[src/io_port_consts.vh]
`ifndef IO_PORT_CONSTS_VH
`define IO_PORT_CONSTS_VH
// register addresses (4-bit port address space)
`define ADDR_PORT_A_DATA      4'h5
`define ADDR_PORT_B_DATA      4'h6
`define ADDR_INT_STATUS       4'h7
`define ADDR_PORT_A_DIR       4'h8
`define ADDR_PORT_B_DIR       4'h9
`define ADDR_PULL_DOWN        4'hB
`define ADDR_OPEN_DRAIN       4'hC
`define ADDR_PULL_HIGH        4'hD
`define ADDR_WDT_CTRL         4'hE
`define ADDR_INT_MASK         4'hF
`define ADDR_GLOBAL_IE        4'h1
// field positions
`define BIT_ROC               4
`define BIT_EIS               6
`define BIT_WATCHDOG_ENABLE              7
`define BIT_TIMER_IRQ         0
`define BIT_CHANGE_IRQ        1
`define BIT_EXT_IRQ           2
// reset values
`define RST_OPEN_DRAIN        8'h00
`define RST_PULL_HIGH         8'hFF
`define RST_PULL_DOWN         8'hFF
`define RST_DIR_A             4'hF
`define RST_DIR_B             8'hFF
`define RST_WDT_CTRL          8'h80
`define RST_INT_MASK          3'h0
`endif

[src/pin_sync.v]
`timescale 1ns/100ps
`default_nettype none
module pin_sync #(
  parameter WIDTH = 8
) (
  input  wire             core_clk,
  input  wire             sys_rst,
  input  wire [WIDTH-1:0] asyncIn,
  output reg  [WIDTH-1:0] syncOut
);
  // first stage is read only by the second
  reg [WIDTH-1:0] stage1;
  always @(posedge core_clk) begin
    if (sys_rst) begin
      stage1  <= {WIDTH{1'b0}};
      syncOut <= {WIDTH{1'b0}};
    end else begin
      stage1  <= asyncIn;
      syncOut <= stage1;
    end
  end
endmodule
`default_nettype wire

[src/io_port_pin_and_irq_control.v]
// Chosen here: the strobed register port and the register offsets.
`timescale 1ns/100ps
`default_nettype none
`include "io_port_consts.vh"
module io_port_pin_and_irq_control #(
  parameter [9:0] IRQ_VECTOR = 10'h008
) (
  input  wire        core_clk,
  input  wire        sys_rst,
  input  wire [3:0]  regAddr,
  input  wire [7:0]  regWrData,
  input  wire        regWrite,
  input  wire        regRead,
  output reg  [7:0]  regRdData,
  input  wire        enable_interrupts_instr,
  input  wire        disable_interrupts_instr,
  input  wire        sleep_instr,
  input  wire        timerOverflow,
  input  wire [3:0]  portAIn,
  output wire [3:0]  portAOut,
  output wire [3:0]  portAOe,
  output wire [2:0]  portAPullDown,
  output wire [1:0]  portAOptionSense,
  input  wire [7:0]  portBIn,
  output wire [7:0]  portBOut,
  output wire [7:0]  portBOe,
  output wire [7:0]  portBPullHigh,
  output wire [3:0]  portBPullDown,
  output wire        watchdog_enable,
  output wire        irqRequest,
  output wire        wakeUp,
  output wire        asleep,
  output wire [9:0]  irqVector
);
  reg  [3:0] portADataOut;
  reg  [7:0] portBDataOut;
  reg  [3:0] portADir;
  reg  [7:0] portBDir;
  reg  [7:0] pullDownCtl;
  reg  [7:0] open_drain_enable;
  reg  [7:0] pull_high_disable;
  reg        resistor_option_enable;
  reg        interrupt_pin_select;
  reg        watchdogEn;
  reg  [2:0] interrupt_enable_mask;
  reg  [2:0] interrupt_status;
  reg        globalIe;
  reg        sleeping;
  reg  [7:0] portBLatched;
  reg        extPinLast;
  wire [3:0] portASync;
  wire [7:0] portBSync;
  wire       wrHit;
  wire       rdHit;
  wire [7:0] portBView;
  wire       portChange;
  wire       extFall;
  wire [2:0] eventSet;
  wire [2:0] pending;
  wire [2:0] clearMask;

  pin_sync #(.WIDTH(4)) syncA (
    .core_clk (core_clk),
    .sys_rst  (sys_rst),
    .asyncIn  (portAIn),
    .syncOut  (portASync)
  );
  pin_sync #(.WIDTH(8)) syncB (
    .core_clk (core_clk),
    .sys_rst  (sys_rst),
    .asyncIn  (portBIn),
    .syncOut  (portBSync)
  );

  assign wrHit = regWrite;
  assign rdHit = regRead;

  // pin0 reads the interrupt pin level when selected; same pad either way
  assign portBView = portBSync;

  // pin driving, per pin
  genvar i;
  generate
    for (i = 0; i < 8; i = i + 1) begin : gen_portb
      // open-drain: only drive while the data bit is low
      assign portBOe[i] = ~portBDir[i] & ~(interrupt_pin_select && i == 0)
                          & ~(open_drain_enable[i] & portBDataOut[i]);
      assign portBOut[i] = portBDataOut[i];
      assign portBPullHigh[i] = ~pull_high_disable[i];
    end
    for (i = 0; i < 4; i = i + 1) begin : gen_porta
      assign portAOe[i]  = ~portADir[i];
      assign portAOut[i] = portADataOut[i];
    end
  endgenerate

  // pull-down control bits are active low like pull-high
  assign portAPullDown = ~pullDownCtl[2:0];
  assign portBPullDown = ~pullDownCtl[7:4];
  assign portAOptionSense = {2{resistor_option_enable}};

  assign watchdog_enable = watchdogEn;

  // change against the value captured at the last port B read
  assign portChange = |(portBSync ^ portBLatched);
  // external pin path blocked unless selected
  assign extFall = interrupt_pin_select & extPinLast & ~portBSync[0];
  assign eventSet = {extFall, portChange, timerOverflow};
  assign pending = interrupt_status & interrupt_enable_mask;
  assign irqRequest = globalIe & (|pending) & ~sleeping;
  // change wake-up fires regardless of the global enable
  assign wakeUp = sleeping & pending[`BIT_CHANGE_IRQ];
  assign asleep = sleeping;
  // vector is always the fixed IRQ_VECTOR, whatever the global enable
  assign irqVector = IRQ_VECTOR;

  // one decode per register keeps each enable easy to follow
  wire       wrPortAData;
  wire       wrPortBData;
  wire       wrPortADir;
  wire       wrPortBDir;
  wire       wrPullDown;
  wire       wrOpenDrain;
  wire       wrPullHigh;
  wire       wrWdtCtrl;
  wire       wrIntMask;
  wire       wrIntStatus;
  wire       wrGlobalIe;
  wire       rdPortB;
  wire [7:0] wdtCtrlRst;

  assign wrPortAData = wrHit && (regAddr == `ADDR_PORT_A_DATA);
  assign wrPortBData = wrHit && (regAddr == `ADDR_PORT_B_DATA);
  assign wrPortADir  = wrHit && (regAddr == `ADDR_PORT_A_DIR);
  assign wrPortBDir  = wrHit && (regAddr == `ADDR_PORT_B_DIR);
  assign wrPullDown  = wrHit && (regAddr == `ADDR_PULL_DOWN);
  assign wrOpenDrain = wrHit && (regAddr == `ADDR_OPEN_DRAIN);
  assign wrPullHigh  = wrHit && (regAddr == `ADDR_PULL_HIGH);
  assign wrWdtCtrl   = wrHit && (regAddr == `ADDR_WDT_CTRL);
  assign wrIntMask   = wrHit && (regAddr == `ADDR_INT_MASK);
  assign wrIntStatus = wrHit && (regAddr == `ADDR_INT_STATUS);
  assign wrGlobalIe  = wrHit && (regAddr == `ADDR_GLOBAL_IE);
  assign rdPortB     = rdHit && (regAddr == `ADDR_PORT_B_DATA);
  assign wdtCtrlRst  = `RST_WDT_CTRL;

  // writing a 0 clears a flag; flags cannot be set by software
  assign clearMask = wrIntStatus ? regWrData[2:0] : 3'h7;

  // only four pins exist on port A
  always @(posedge core_clk) begin
    if (sys_rst) begin
      portADataOut <= 4'h0;
    end else if (wrPortAData) begin
      portADataOut <= regWrData[3:0];
    end
  end

  // open-drain pins use the data bit only as the low drive
  always @(posedge core_clk) begin
    if (sys_rst) begin
      portBDataOut <= 8'h00;
    end else if (wrPortBData) begin
      portBDataOut <= regWrData;
    end
  end

  always @(posedge core_clk) begin
    if (sys_rst) begin
      portADir <= `RST_DIR_A;
    end else if (wrPortADir) begin
      portADir <= regWrData[3:0];
    end
  end

  always @(posedge core_clk) begin
    if (sys_rst) begin
      portBDir <= `RST_DIR_B;
    end else if (wrPortBDir) begin
      portBDir <= regWrData;
    end
  end

  // bit 3 has no pin behind it, so writes clear it; reset sets it
  always @(posedge core_clk) begin
    if (sys_rst) begin
      pullDownCtl <= `RST_PULL_DOWN;
    end else if (wrPullDown) begin
      pullDownCtl <= regWrData & 8'hF7;
    end
  end

  always @(posedge core_clk) begin
    if (sys_rst) begin
      open_drain_enable <= `RST_OPEN_DRAIN;
    end else if (wrOpenDrain) begin
      open_drain_enable <= regWrData;
    end
  end

  // pull-high control is active low
  always @(posedge core_clk) begin
    if (sys_rst) begin
      pull_high_disable <= `RST_PULL_HIGH;
    end else if (wrPullHigh) begin
      pull_high_disable <= regWrData;
    end
  end

  // reset level comes from the full register image
  always @(posedge core_clk) begin
    if (sys_rst) begin
      watchdogEn             <= wdtCtrlRst[`BIT_WATCHDOG_ENABLE];
      interrupt_pin_select   <= 1'b0;
      resistor_option_enable <= 1'b0;
    end else if (wrWdtCtrl) begin
      watchdogEn             <= regWrData[`BIT_WATCHDOG_ENABLE];
      interrupt_pin_select   <= regWrData[`BIT_EIS];
      resistor_option_enable <= regWrData[`BIT_ROC];
    end
  end

  always @(posedge core_clk) begin
    if (sys_rst) begin
      interrupt_enable_mask <= `RST_INT_MASK;
    end else if (wrIntMask) begin
      interrupt_enable_mask <= regWrData[2:0];
    end
  end

  // an instruction pulse outranks a register write in the same cycle
  always @(posedge core_clk) begin
    if (sys_rst) begin
      globalIe <= 1'b0;
    end else if (enable_interrupts_instr) begin
      globalIe <= 1'b1;
    end else if (disable_interrupts_instr) begin
      globalIe <= 1'b0;
    end else if (wrGlobalIe) begin
      globalIe <= regWrData[0];
    end
  end

  // set beats clear in the same cycle
  always @(posedge core_clk) begin
    if (sys_rst) begin
      interrupt_status <= 3'h0;
    end else begin
      interrupt_status <= (interrupt_status & clearMask) | eventSet;
    end
  end

  // sleep entry outranks a wake in the same cycle
  always @(posedge core_clk) begin
    if (sys_rst) begin
      sleeping <= 1'b0;
    end else if (sleep_instr) begin
      sleeping <= 1'b1;
    end else if (wakeUp) begin
      sleeping <= 1'b0;
    end
  end

  // reading port B re-arms change detection
  always @(posedge core_clk) begin
    if (sys_rst) begin
      portBLatched <= 8'h00;
    end else if (rdPortB) begin
      portBLatched <= portBSync;
    end
  end

  // idles high, so a pin low at release meets the fall condition; select clear at reset blocks it
  always @(posedge core_clk) begin
    if (sys_rst) begin
      extPinLast <= 1'b1;
    end else begin
      extPinLast <= portBSync[0];
    end
  end

  // unmapped addresses and unused bits read as zero, except pull-down bit 3, which reads 1 from reset until the first write
  reg  [7:0] next_rdData;
  always @* begin
    next_rdData = 8'h00;
    if (rdHit) begin
      case (regAddr)
        `ADDR_PORT_A_DATA: next_rdData = {4'h0,
          resistor_option_enable ? {portASync[3:2], portASync[1:0]}
                                 : portASync};
        `ADDR_PORT_B_DATA: next_rdData = portBView;
        `ADDR_INT_STATUS:  next_rdData = {5'h00, pending};
        `ADDR_PORT_A_DIR:  next_rdData = {4'h0, portADir};
        `ADDR_PORT_B_DIR:  next_rdData = portBDir;
        `ADDR_PULL_DOWN:   next_rdData = pullDownCtl;
        `ADDR_OPEN_DRAIN:  next_rdData = open_drain_enable;
        `ADDR_PULL_HIGH:   next_rdData = pull_high_disable;
        `ADDR_WDT_CTRL:    next_rdData = {watchdogEn, interrupt_pin_select,
                                          1'b0, resistor_option_enable,
                                          4'h0};
        `ADDR_INT_MASK:    next_rdData = {5'h00, interrupt_enable_mask};
        `ADDR_GLOBAL_IE:   next_rdData = {7'h00, globalIe};
        default:           next_rdData = 8'h00;
      endcase
    end
  end

  // read data one cycle after the strobe, zero otherwise
  always @(posedge core_clk) begin
    if (sys_rst) begin
      regRdData <= 8'h00;
    end else begin
      regRdData <= next_rdData;
    end
  end
endmodule
`default_nettype wire

[config.mk]
export PLATFORM = sky130hd
export DESIGN_NAME = io_port_pin_and_irq_control
export DESIGN_NICKNAME = d
export VERILOG_FILES = /design/src/pin_sync.v /design/src/io_port_pin_and_irq_control.v
export VERILOG_INCLUDE_DIRS = /design/src
export SDC_FILE = /design/constraint.sdc
export NUM_CORES = 1
export LEC_CHECK = 0
export ABC_AREA = 1
export BUFFER_PORTS_ARGS = -buffer_cell sky130_fd_sc_hd__buf_2
export CAP_MARGIN = 5
export CORE_MARGIN = 8
export CORE_UTILIZATION = 40
export DETAILED_ROUTE_END_ITERATION = 10
export HOLD_SLACK_MARGIN = 0.15
export SETUP_SLACK_MARGIN = 0.3
export SKIP_LAST_GASP = 1
export SLEW_MARGIN = 10
export SYNTH_ARGS = -nofsm -noshare
export SYNTH_HDL_FRONTEND = slang
export SYNTH_SLANG_ARGS = --single-unit
[constraint.sdc]
create_clock -name core_clk -period 1.2 [get_ports core_clk]
set_clock_uncertainty 0.05 [all_clocks]
set_input_delay 0.06 -clock core_clk [delete_from_list [all_inputs] [get_ports core_clk]]
set_output_delay 0.06 -clock core_clk [all_outputs]
set_load 0.005 [all_outputs]
# After elaboration in Yosys (flattened, before gate mapping)
# Index checks and enable logic that the tools add are counted.
word_totals:
  register_bits: 100
  out_inout_bits: 63
  elab_cells: 116
  in_bits: 32
op_classes:
  muxes: 7
  reduce_logical: 17
  n_bitwise: 60
  eq_ne: 11
op_table:
  columns: ["op", "n"]
  rows:
  - ["8-bit case mux with 11 select lines", 1]
  - ["1-bit inverter", 32]
  - ["4-bit equality test (second input constant)", 7]
  - ["1-bit bitwise AND", 22]
  - ["4-bit by 3-bit equality test with 1-bit output (second input constant)", 3]
  - ["1-bit logical AND", 12]
  - ["8-bit OR reduction", 1]
  - ["8-bit bitwise XOR", 1]
  - ["3-bit bitwise AND", 2]
  - ["1-bit two-way mux", 5]
  - ["4-bit by 1-bit equality test with 1-bit output (second input constant)", 1]
  - ["4-bit inverter", 1]
  - ["3-bit two-way mux", 1]
  - ["3-bit inverter", 1]
  - ["3-bit bitwise OR", 1]
  - ["3-bit nonzero test", 1]
  - ["3-bit OR reduction", 1]
  - ["2-bit nonzero test", 1]
  - ["2-bit OR reduction", 1]

# Depth between registers and ports, before layout
# Gate-level depths: netlist (run 1).
logic_depth:
  depth_word: 5
  depth_mapped: 9
  ltp_nobuf: 9

# By module
# From an unflattened synthesis (run 1), not the netlist that was laid out.
hier_totals:
  hier_cells: 573
  hier_area_um2: 4277.9
by_module_without_submodules:
  columns: ["mod", "cells_each", "area_per_inst_um2", "n_inst"]
  rows:
  - ["io_port_pin_and_irq_control", 498, 3572.2, 1]
  - ["pin_sync at syncB", 50, 474.2, 1]
  - ["pin_sync at syncA", 25, 231.5, 1]

# Worst setup path after synthesis (run 1)
# Ideal clock, no wire load.
synth_timing:
  path_kind: "input to register"
  from: "in regAddr[1]"
  to: "reg portBLatched[4]"
  setup_time_ns: 0.120
  setup_slack_ns: 0.169
  t_arrival_ns: 0.861
  path_buffers: 1
  cell_stages: 8
  path_cell_list: "inv_1 -> nor2_2 -> nand2_1 -> inv_2 -> buf_4 -> nand2_2 -> o21ai_1 -> a21oi_1"
synth_via:
  elab_chain_len: 2
synth_lines:
  columns: ["item", "line", "rtl"]
  rows:
  - ["from (decl)", "io_port_pin_and_irq_control.v:10", "input wire [3:0] regAddr,"]
  - ["4-bit by 3-bit equality test with 1-bit output", null, null]
  - ["1-bit logical AND", "io_port_pin_and_irq_control.v:143", "assign rdPortB = rdHit && (regAddr == `ADDR_PORT_B_DATA);"]
  - ["to (signal assigned)", "io_port_pin_and_irq_control.v:268", "portBLatched <= portBSync;"]
  - ["to (decl)", "io_port_pin_and_irq_control.v:49", "reg [7:0] portBLatched;"]
# Every way passes these cells.
# A chain may end at the register's enable or synchronous reset.

# Final worst setup path (run 1)
layout_timing:
  from: "reg open_drain_enable[0]"
  to: "out portBOe[0]"
layout_via:
  elab_chain_len: 3
layout_lines:
  columns: ["item", "line", "rtl"]
  rows:
  - ["from (decl)", "io_port_pin_and_irq_control.v:40", "reg [7:0] open_drain_enable;"]
  - ["from (signal assigned)", "io_port_pin_and_irq_control.v:194", "open_drain_enable <= `RST_OPEN_DRAIN;"]
  - ["from (signal assigned)", "io_port_pin_and_irq_control.v:196", "open_drain_enable <= regWrData;"]
  - ["1-bit bitwise AND", "io_port_pin_and_irq_control.v:87", "& ~(open_drain_enable[i] & portBDataOut[i]);"]
  - ["1-bit inverter", "io_port_pin_and_irq_control.v:87", null]
  - ["1-bit bitwise AND", "io_port_pin_and_irq_control.v:87", null]
  - ["to (decl)", "io_port_pin_and_irq_control.v:26", "output wire [7:0] portBOe,"]
# Every way passes these cells.

==> results of run 1 <==
-- placed cells by master, fill, tap and decap left out, types with 2 or more instances in the layout --
master	synthesis	layout
xnor2_1	7	6
clkinv_4	0	2
buf_2	5	52
buf_12	0	4
a21oi_1	49	41
nor2_1	56	44
o21ai_1	4	9
conb_1	2	10
nand3_2	0	10
inv_2	4	28
nor2_2	5	10
nor2_4	2	9
dfxtp_1	100	35
o21ai_0	18	9
o21ai_2	0	4
a21oi_2	0	7
nand2_1	129	103
inv_4	0	4
nand2_2	4	21
buf_4	14	72
inv_1	75	47
dlygate4sd3_1	0	24
buf_6	0	53
o211ai_1	21	21
nand2_4	0	9
nand3_1	61	50
dfxtp_4	0	4
dfxtp_2	0	61
clkbuf_8	0	9
-- path summary, 6_finish.rpt --
check                        from          endpoint  slack, ps  depth (start not counted)
max          open_drain_enable[0]        portBOe[0]         -6                          4
min                       regRead   portBLatched[7]        0.3                          3
max reg2reg   interrupt_status[1]      regRdData[1]         90                          8
min reg2reg       syncB.stage1[2]  syncB.syncOut[2]        350                          2
-- worst reg2reg max path: stages, from the launching register on --
cell,delay [ps]
dfxtp_2,370
nand2_4,70
buf_4,130
buf_6,100
inv_1,40
nand2_1,40
nand2_1,60
nor2_2,40
a21oi_2,130
-- report_power, final --
part / switching (mW) / internal, mW / total, mW / leakage (nW)
clock network: 1.26 / 1.00 / 2.26 / 0.105
logic: 0.454 / 0.387 / 0.841 / 2.23
registers: 0.0625 / 3.42 / 3.48 / 0.827
total: 1.77 / 4.80 / 6.58 / 3.17
-- kinds of logic (layout without fill, tap and decap cells) --
kind of cell / Yosys count / after routing / share of synthesized area [%]
other cells: 2 / 11 / 0.180
buf+inv: 111 / 300 / 11.4
flops: 100 / 100 / 48.0
simple gates: 261 / 261 / 26.6
compound gates: 92 / 92 / 12.3
xor+xnor: 7 / 7 / 1.47
-- timing repair --
item,CTS,global route
gates resized for setup,150,69
endpoints found under the setup margin,62,91
hold buffers,25,2
setup buffers,44,17
endpoints found under the hold margin,89,66
pin swaps,29,19
-- state kept, by name, indices dropped and copies added, names as in the netlist --
signal and flops:
interrupt_status 3, portADir 4, syncA.stage1 4, asleep 1, interrupt_pin_select 1, portBDir 8, resistor_option_enable 1, extPinLast 1
globalIe 1, portBOut 8, portAOut 4, regRdData 8, watchdog_enable 1, syncB.stage1 8, portBLatched 8, pullDownCtl 8
open_drain_enable 8, syncA.syncOut 4, interrupt_enable_mask 3, pull_high_disable 8, syncB.syncOut 8
-- cell type report --
| class | count | area share, % |
|---|---|---|
| flip-flops and latches | 100 | 32.0 |
| diodes | 1 | 0.0382 |
| inverters | 79 | 4.68 |
| well taps | 136 | 2.60 |
| repair buffers | 206 | 26.4 |
| clock inverters | 6 | 1.28 |
| clock buffers | 9 | 1.89 |
| multi-input cells | 370 | 31.1 |
-- layer usage --
metal | part of all wire, % | vias to the layer above | wire (um)
li1 | - | 2190 | -
met1 | 42 | 1989 | 5780
met2 | 48 | 166 | 6700
met3 | 7.4 | 25 | 1030
met4 | 2.3 | 0 | 323
met5 | 0 | - | 0
-- per-stage QoR --
| stage | std cells | setup TNS [ps] | worst slack, ps | total power, mW |
|---|---|---|---|---|
| after CTS | 889 | -9.16 | -9.16 | 6.55 |
| after detailed placement | 805 | -589 | -74.1 | 4.17 |
| final | 907 | -5.70 | -5.70 | 6.58 |
| after floorplan | 581 | 0 | 291 | 3.89 |
| after global routing | 907 | -107 | -67.8 | 6.85 |
| after global placement | 805 | -385 | -51.4 | 4.16 |
==> metrics.txt, run 1 <==
critical path peak fanout 2; final-report setup violation count 1; sequential cell area 2090 um^2; # clock sinks 100; via count of the routed design 4370; combined area of all synthesized cells roughly 4200 um^2; endpoints failing hold 0; number of antenna violations at the first check in global routing 1; post-route minimum period roughly 1200 ps; maximum level of the CTS H-tree 3; Synth Instances 573; TritonCTS clock tree done; count of maximum capacitance violations 0; path type of the worst setup path reg -> out; number of flops mapped to enable cells by yosys 0; total of buffers placed on input and output ports 84; first-pass GRT wire length about 21000 um; total wire length 13800 um; Total Nets Final approximately 800; post-CTS clock slew at the launch and capture registers of the worst setup and hold paths ~100 ps; pin count of the biggest net entering global routing 52; clk_lat worst skew roughly 370 ps; main area contributors after synthesis dfxtp_1 48%, nand2_1 12%, nand3_1 7.3%; Peak VDD IR 0.000744 V; number of warnings printed during yosys synthesis 0; top cells by instance count after synthesis 129 x nand2_1, 100 x dfxtp_1, 75 x inv_1, 61 x nand3_1, 56 x nor2_1; Total Die Area 13900 um^2; via/cell ratio 4.82; global-route track usage on met2 a little under a third; initial standard-cell utilization of the core 40.7%; type of origin of the critical path flip-flop; final standard cell area without fillers roughly 6500 um^2; placeable core area between 10000 and 15000 um^2; final core utilization around 64%; area share of the largest cell type after synthesis 48.0%; share of the yosys chip area belonging to registers between 40% and 50%; Antenna Violating Nets Remaining 0; maximum clock insertion buffer count 2; fraction of layout instances using a drive strength above 1 between 40% and 50%; clock tree root buffer cell clkbuf_8; standard-cell rows 37; Fillers 896; cells along the critical path inv_2, o21ai_2, inv_1, buf_2; violated checks setup timing; TritonCTS Buffers 9; setup slack after layout -5.70 ps; met3 usage in global routing 4.89%; highest clock rate about 830 MHz; cell area after placement ~5000 um^2; synth unique cells 22; top flip-flop cell by instance count after synthesis dfxtp_1; HPWL after detailed placement about 9500 um; global route hottest layer met2; Overflow after GRT 0; capturing element type of the critical path primary output; Worst Hold Class in -> reg; mean instance size in the synthesized netlist between 7 and 8 um^2; All-Layer GR Usage 19.0%; vias in the first global route ~4200; met1 layer usage reported by global route between 20% and 30%; tightest hold margin about 0.31 ps; Starting DRT DRC Count ~320; Top delay family on crit path flip-flops; Multi-input gate area around 2000 um^2; worst path buffer plus inverter count 3; Pre-antenna DRT Iters 5; DRC viols 0; Leak Pwr ~3.2 nW; Async S/R FF share, synth 0%; Area Growth Syn to Fin 57.1%; vertical extent of the die about 120 um; delay of the slowest critical-path stage 340 ps; Top Ports 95; wire length per cell between 15 and 20 um; outcome finished, violations left; final weighted congestion of routability-driven global placement 0.884; Seq cells post-synth 100; floorplan die width between 100 and 150 um; most frequently used cell type in the post-synthesis netlist nand2_1; Final period util 100%; total power per unit cell area 1000 nW/um^2; data required time of the critical path approximately 1100 ps; fin. max-slew vios 0; Slowest-stage cell, CP dfxtp_2; setup repair after global routing missed its margin true; data arrival time of the critical path approximately 1100 ps; most area-hungry cell type in the Yosys netlist dfxtp_1
No activity file was read; power rests on OpenSTA's default activity.
==> run 2: changes to the inputs <==
Settings changed: CORE_MARGIN 8 to unset, SYNTH_HIERARCHICAL set to 1, TNS_END_PERCENT set to 20.
==> run 2 against run 1 <==
Sequential share of layout area increased by 3.5 points. Non-clock buffer count fell by 45. Combinational power fell by 15%. Clock power decreased by 9.3%. Setup slack better by 12 ps. Hold slack improved by 14 ps. The run now ends clean. Synthesized cell count unchanged. Critical path type unchanged.
==> metrics.txt, run 2 <==
outcome complete, no violations; vertical extent of the die 105 um (-11%); number of warnings printed during yosys synthesis 6 (+6); TritonCTS clock tree done; Reg power frac 55.7% (+2.8 points); dominant combinational cell family by area after synthesis simple AND/OR/NAND/NOR gates; fin. max-slew vios 0 (unchanged); total wire length 11800 um (-15%); share of the yosys chip area belonging to registers 46.8% (-1.2 points); post-synthesis simple-gate area fraction 28.0% (+1.4 points); maximum level of the CTS H-tree 3 (unchanged); post-layout total power 6.24 mW (-5.1%); TritonCTS Buffers 9 (unchanged); capturing element type of the critical path primary output; main area contributors after synthesis dfxtp_1 47%, nand2_1 11%, nand3_1 7.6%; delay of the slowest critical-path stage 370 ps (+30 ps); path type of the worst setup path reg -> out; final weighted congestion of routability-driven global placement 0.852 (-3.6%); Comb pwr share 11.5% (-1.3 points); Area Growth Syn to Fin 35.5%; number of antenna violations at the first check in global routing 0 (-1); Worst Hold Class in -> reg; standard-cell rows 37 (unchanged); Synth Instances 573 (unchanged); combined area of all synthesized cells 4280 um^2 (+2.6%); tightest hold margin 14.0 ps (+13.7 ps); n_diodes 0 (-1); number of cells on the worst hold path 3 (unchanged); total of buffers placed on input and output ports 84 (unchanged); Final period util 99.5% (-0.96 points); via count of the routed design 4169 (-4.6%); clk_lat worst skew 370 ps (about the same); Clk network pwr share 32.8% (-1.5 points); number of flops mapped to enable cells by yosys 0 (unchanged); multiplexer share of the synthesized area 0% (unchanged); switching share of total power 25.8% (-1.2 points); first-pass GRT wire length 19100 um (-10%); Starting DRT DRC Count 238 (-24%); compound-cell area share of the yosys netlist 11.6% (-0.67 points); Crit Reg-Reg Endpoint regRdData[1]; floorplan die width 105 um (-11%); adder-cell share of the synthesized area 0% (unchanged); maximum clock insertion buffer count 2 (unchanged); All-Layer GR Usage 22.0% (+3.0 points); via/cell ratio 4.83 (+0.26%); Leak Pwr 2.91 nW (-8.0%); count of maximum capacitance violations 0 (unchanged); top cells by instance count after synthesis 129 x nand2_1, 100 x dfxtp_1, 73 x inv_1, 65 x nand3_1, 50 x nor2_1; internal power component 4.63 mW (-3.6%); Fillers 970 (+8.3%); most frequently used cell type in the post-synthesis netlist nand2_1; reg-to-reg setup timing slack 170 ps (+80 ps); Peak VDD IR 0.000826 V (+11%); hold path startpoint regRead; wire length per cell 13.6 um (-11%); CP dominant cell by count nand3_2; Async S/R FF share, synth 0% (unchanged); post-synthesis xor/xnor area fraction 1.43% (-0.038 points); Antenna Violating Nets Remaining 0 (unchanged); final standard cell count with taps included and fillers excluded 863 (-4.9%); critical path peak fanout 4 (+2); initial standard-cell utilization of the core 41.4% (+0.70 points); area share of the largest cell type after synthesis 46.8% (-1.2 points); Total Nets Final 755 (-5.4%); most frequent standard cell in the layout excluding fill and tap cells nand2_1; Pre-antenna DRT Iters 4 (-1); data required time of the critical path 1090 ps (about the same); cells along the critical path nand2_4, nand3_2, nand3_2, inv_1, buf_2; most area-hungry cell type in the Yosys netlist dfxtp_1; Slowest-stage cell, CP dfxtp_4; post-CTS clock slew at the launch and capture registers of the worst setup and hold paths 90 ps (about the same); sequential cell area 2060 um^2 (-1.7%); HPWL after detailed placement 8230 um (-13%); number of cells traversed by the worst register-to-register path 6 (-2); power dissipated by switching net loads 1.61 mW (-9.3%); final-layout setup total negative slack 0 ps (+5.70 ps); clock tree root buffer cell clkbuf_8; setup repair after global routing missed its margin true; # clock sinks 100 (unchanged); Overflow after GRT 0 (unchanged); Top Ports 95 (unchanged); highest clock rate 837 MHz (+0.97%); origin of the critical flop-to-flop path interrupt_enable_mask[1]; type of origin of the critical path flip-flop; DP Cell Count 801 (-0.50%); DRC viols 0 (unchanged); pin count of the biggest net entering global routing 40 (-23%); placeable core area 10300 um^2 (+0.91%); data arrival time of the critical path 1080 ps (-20 ps); Multi-input gate area 1980 um^2 (-3.1%); synth unique cells 27 (+23%); mean instance size in the synthesized netlist 7.47 um^2 (+2.6%); Hold Path End portBLatched[5]; Total Die Area 11100 um^2 (-20%); endpoints failing hold 0 (unchanged); top flip-flop cell by instance count after synthesis dfxtp_1; fraction of layout instances using a drive strength above 1 35.1% (-13 points); post-route minimum period 1190 ps (-11.6 ps); total power per unit cell area 1080 nW/um^2 (+7.2%); final-report setup violation count 0 (-1); vias in the first global route 3908 (-6.8%); most frequent cells in the layout 119 x nand2_1, 84 x buf_2, 67 x inv_1, 64 x dfxtp_1, 58 x nand3_1; Seq cells post-synth 100 (unchanged)
run 2: changes by cell type in the layout (fill, tap and decap cells not counted), moves of 20 or more:
cell     change
inv_2       -20
buf_6       -47
dfxtp_1     +29
inv_1       +20
buf_2       +32
dfxtp_2     -29
buf_4       -28
run 2: cell families after synthesis:
| group | Yosys count |
|---|---|
| other | 2 |
| buffers and inverters | 108 |
| xor gates and xnor gates | 7 |
| DFF | 100 |
| and+or+nand+nor | 267 |
| AOI/OAI and AO/OA | 89 |
run 2: worst max-delay path by stage:
stage	start	to	slack [ps]
2_1_floorplan	regAddr[1]	portBOut[3]	240
3_3_place_gp	regAddr[3]	regRdData[1]	-90
3_5_place_dp	regAddr[3]	pullDownCtl[0]	-140
4_1_cts	open_drain_enable[0]	portBOe[0]	-9
5_1_grt	interrupt_enable_mask[1]	irqRequest	-60
6_report	interrupt_enable_mask[1]	irqRequest	6
run 2: layer usage:
layer / track usage, % / vias to the layer above / routed length, um
met5: 0 / - / 0
met4: 7.14 / 0 / 206
met3: 4.02 / 22 / 644
met2: 36.4 / 122 / 5550
met1: 28.9 / 1921 / 5370
li1: - / 2104 / -
run 2: area by class of cell:
type / count / area share, %
Sequential cell: 100 / 35.5
Multi-Input combinational cell: 373 / 34.1
Timing Repair Buffer: 161 / 19.0
Inverter: 78 / 5.31
Tap cell: 136 / 2.94
Clock buffer: 12 / 2.85
Clock inverter: 3 / 0.367
run 2: power by group through the flow:
stage / Sequential [mW] / Clock [mW] / Combinational (mW)
2_1_floorplan: 3.53 / 0 / 0.366
3_3_place_gp: 3.54 / 0 / 0.584
3_5_place_dp: 3.54 / 0 / 0.592
4_1_cts: 3.47 / 2.11 / 0.678
5_1_grt: 3.48 / 2.23 / 0.793
6_report: 3.47 / 2.05 / 0.719
run 2: worst max-delay path: cells and delay by family, from the launching register on:
kind	cells	cell delay, ps
flops	1	370
simple gates	3	200
buf+inv	2	150
run 2: metrics by stage:
step	cell area, um^2	util (%)	setup slack, ps
floorplan	4330	-	244
global placement	4940	47.8	-89.9
detailed placement	4940	47.8	-139
CTS	5590	54.2	-9.15
global route	5800	56.1	-56.6
finish	5800	56.1	5.86
run 2: what timing repair did:
action,CTS,global route
hold endpoints to repair,86,49
buffers inserted,12,9
endpoints found under the setup margin,70,115
resized for setup,52,54
pin swaps,12,20
hold buffers,26,4
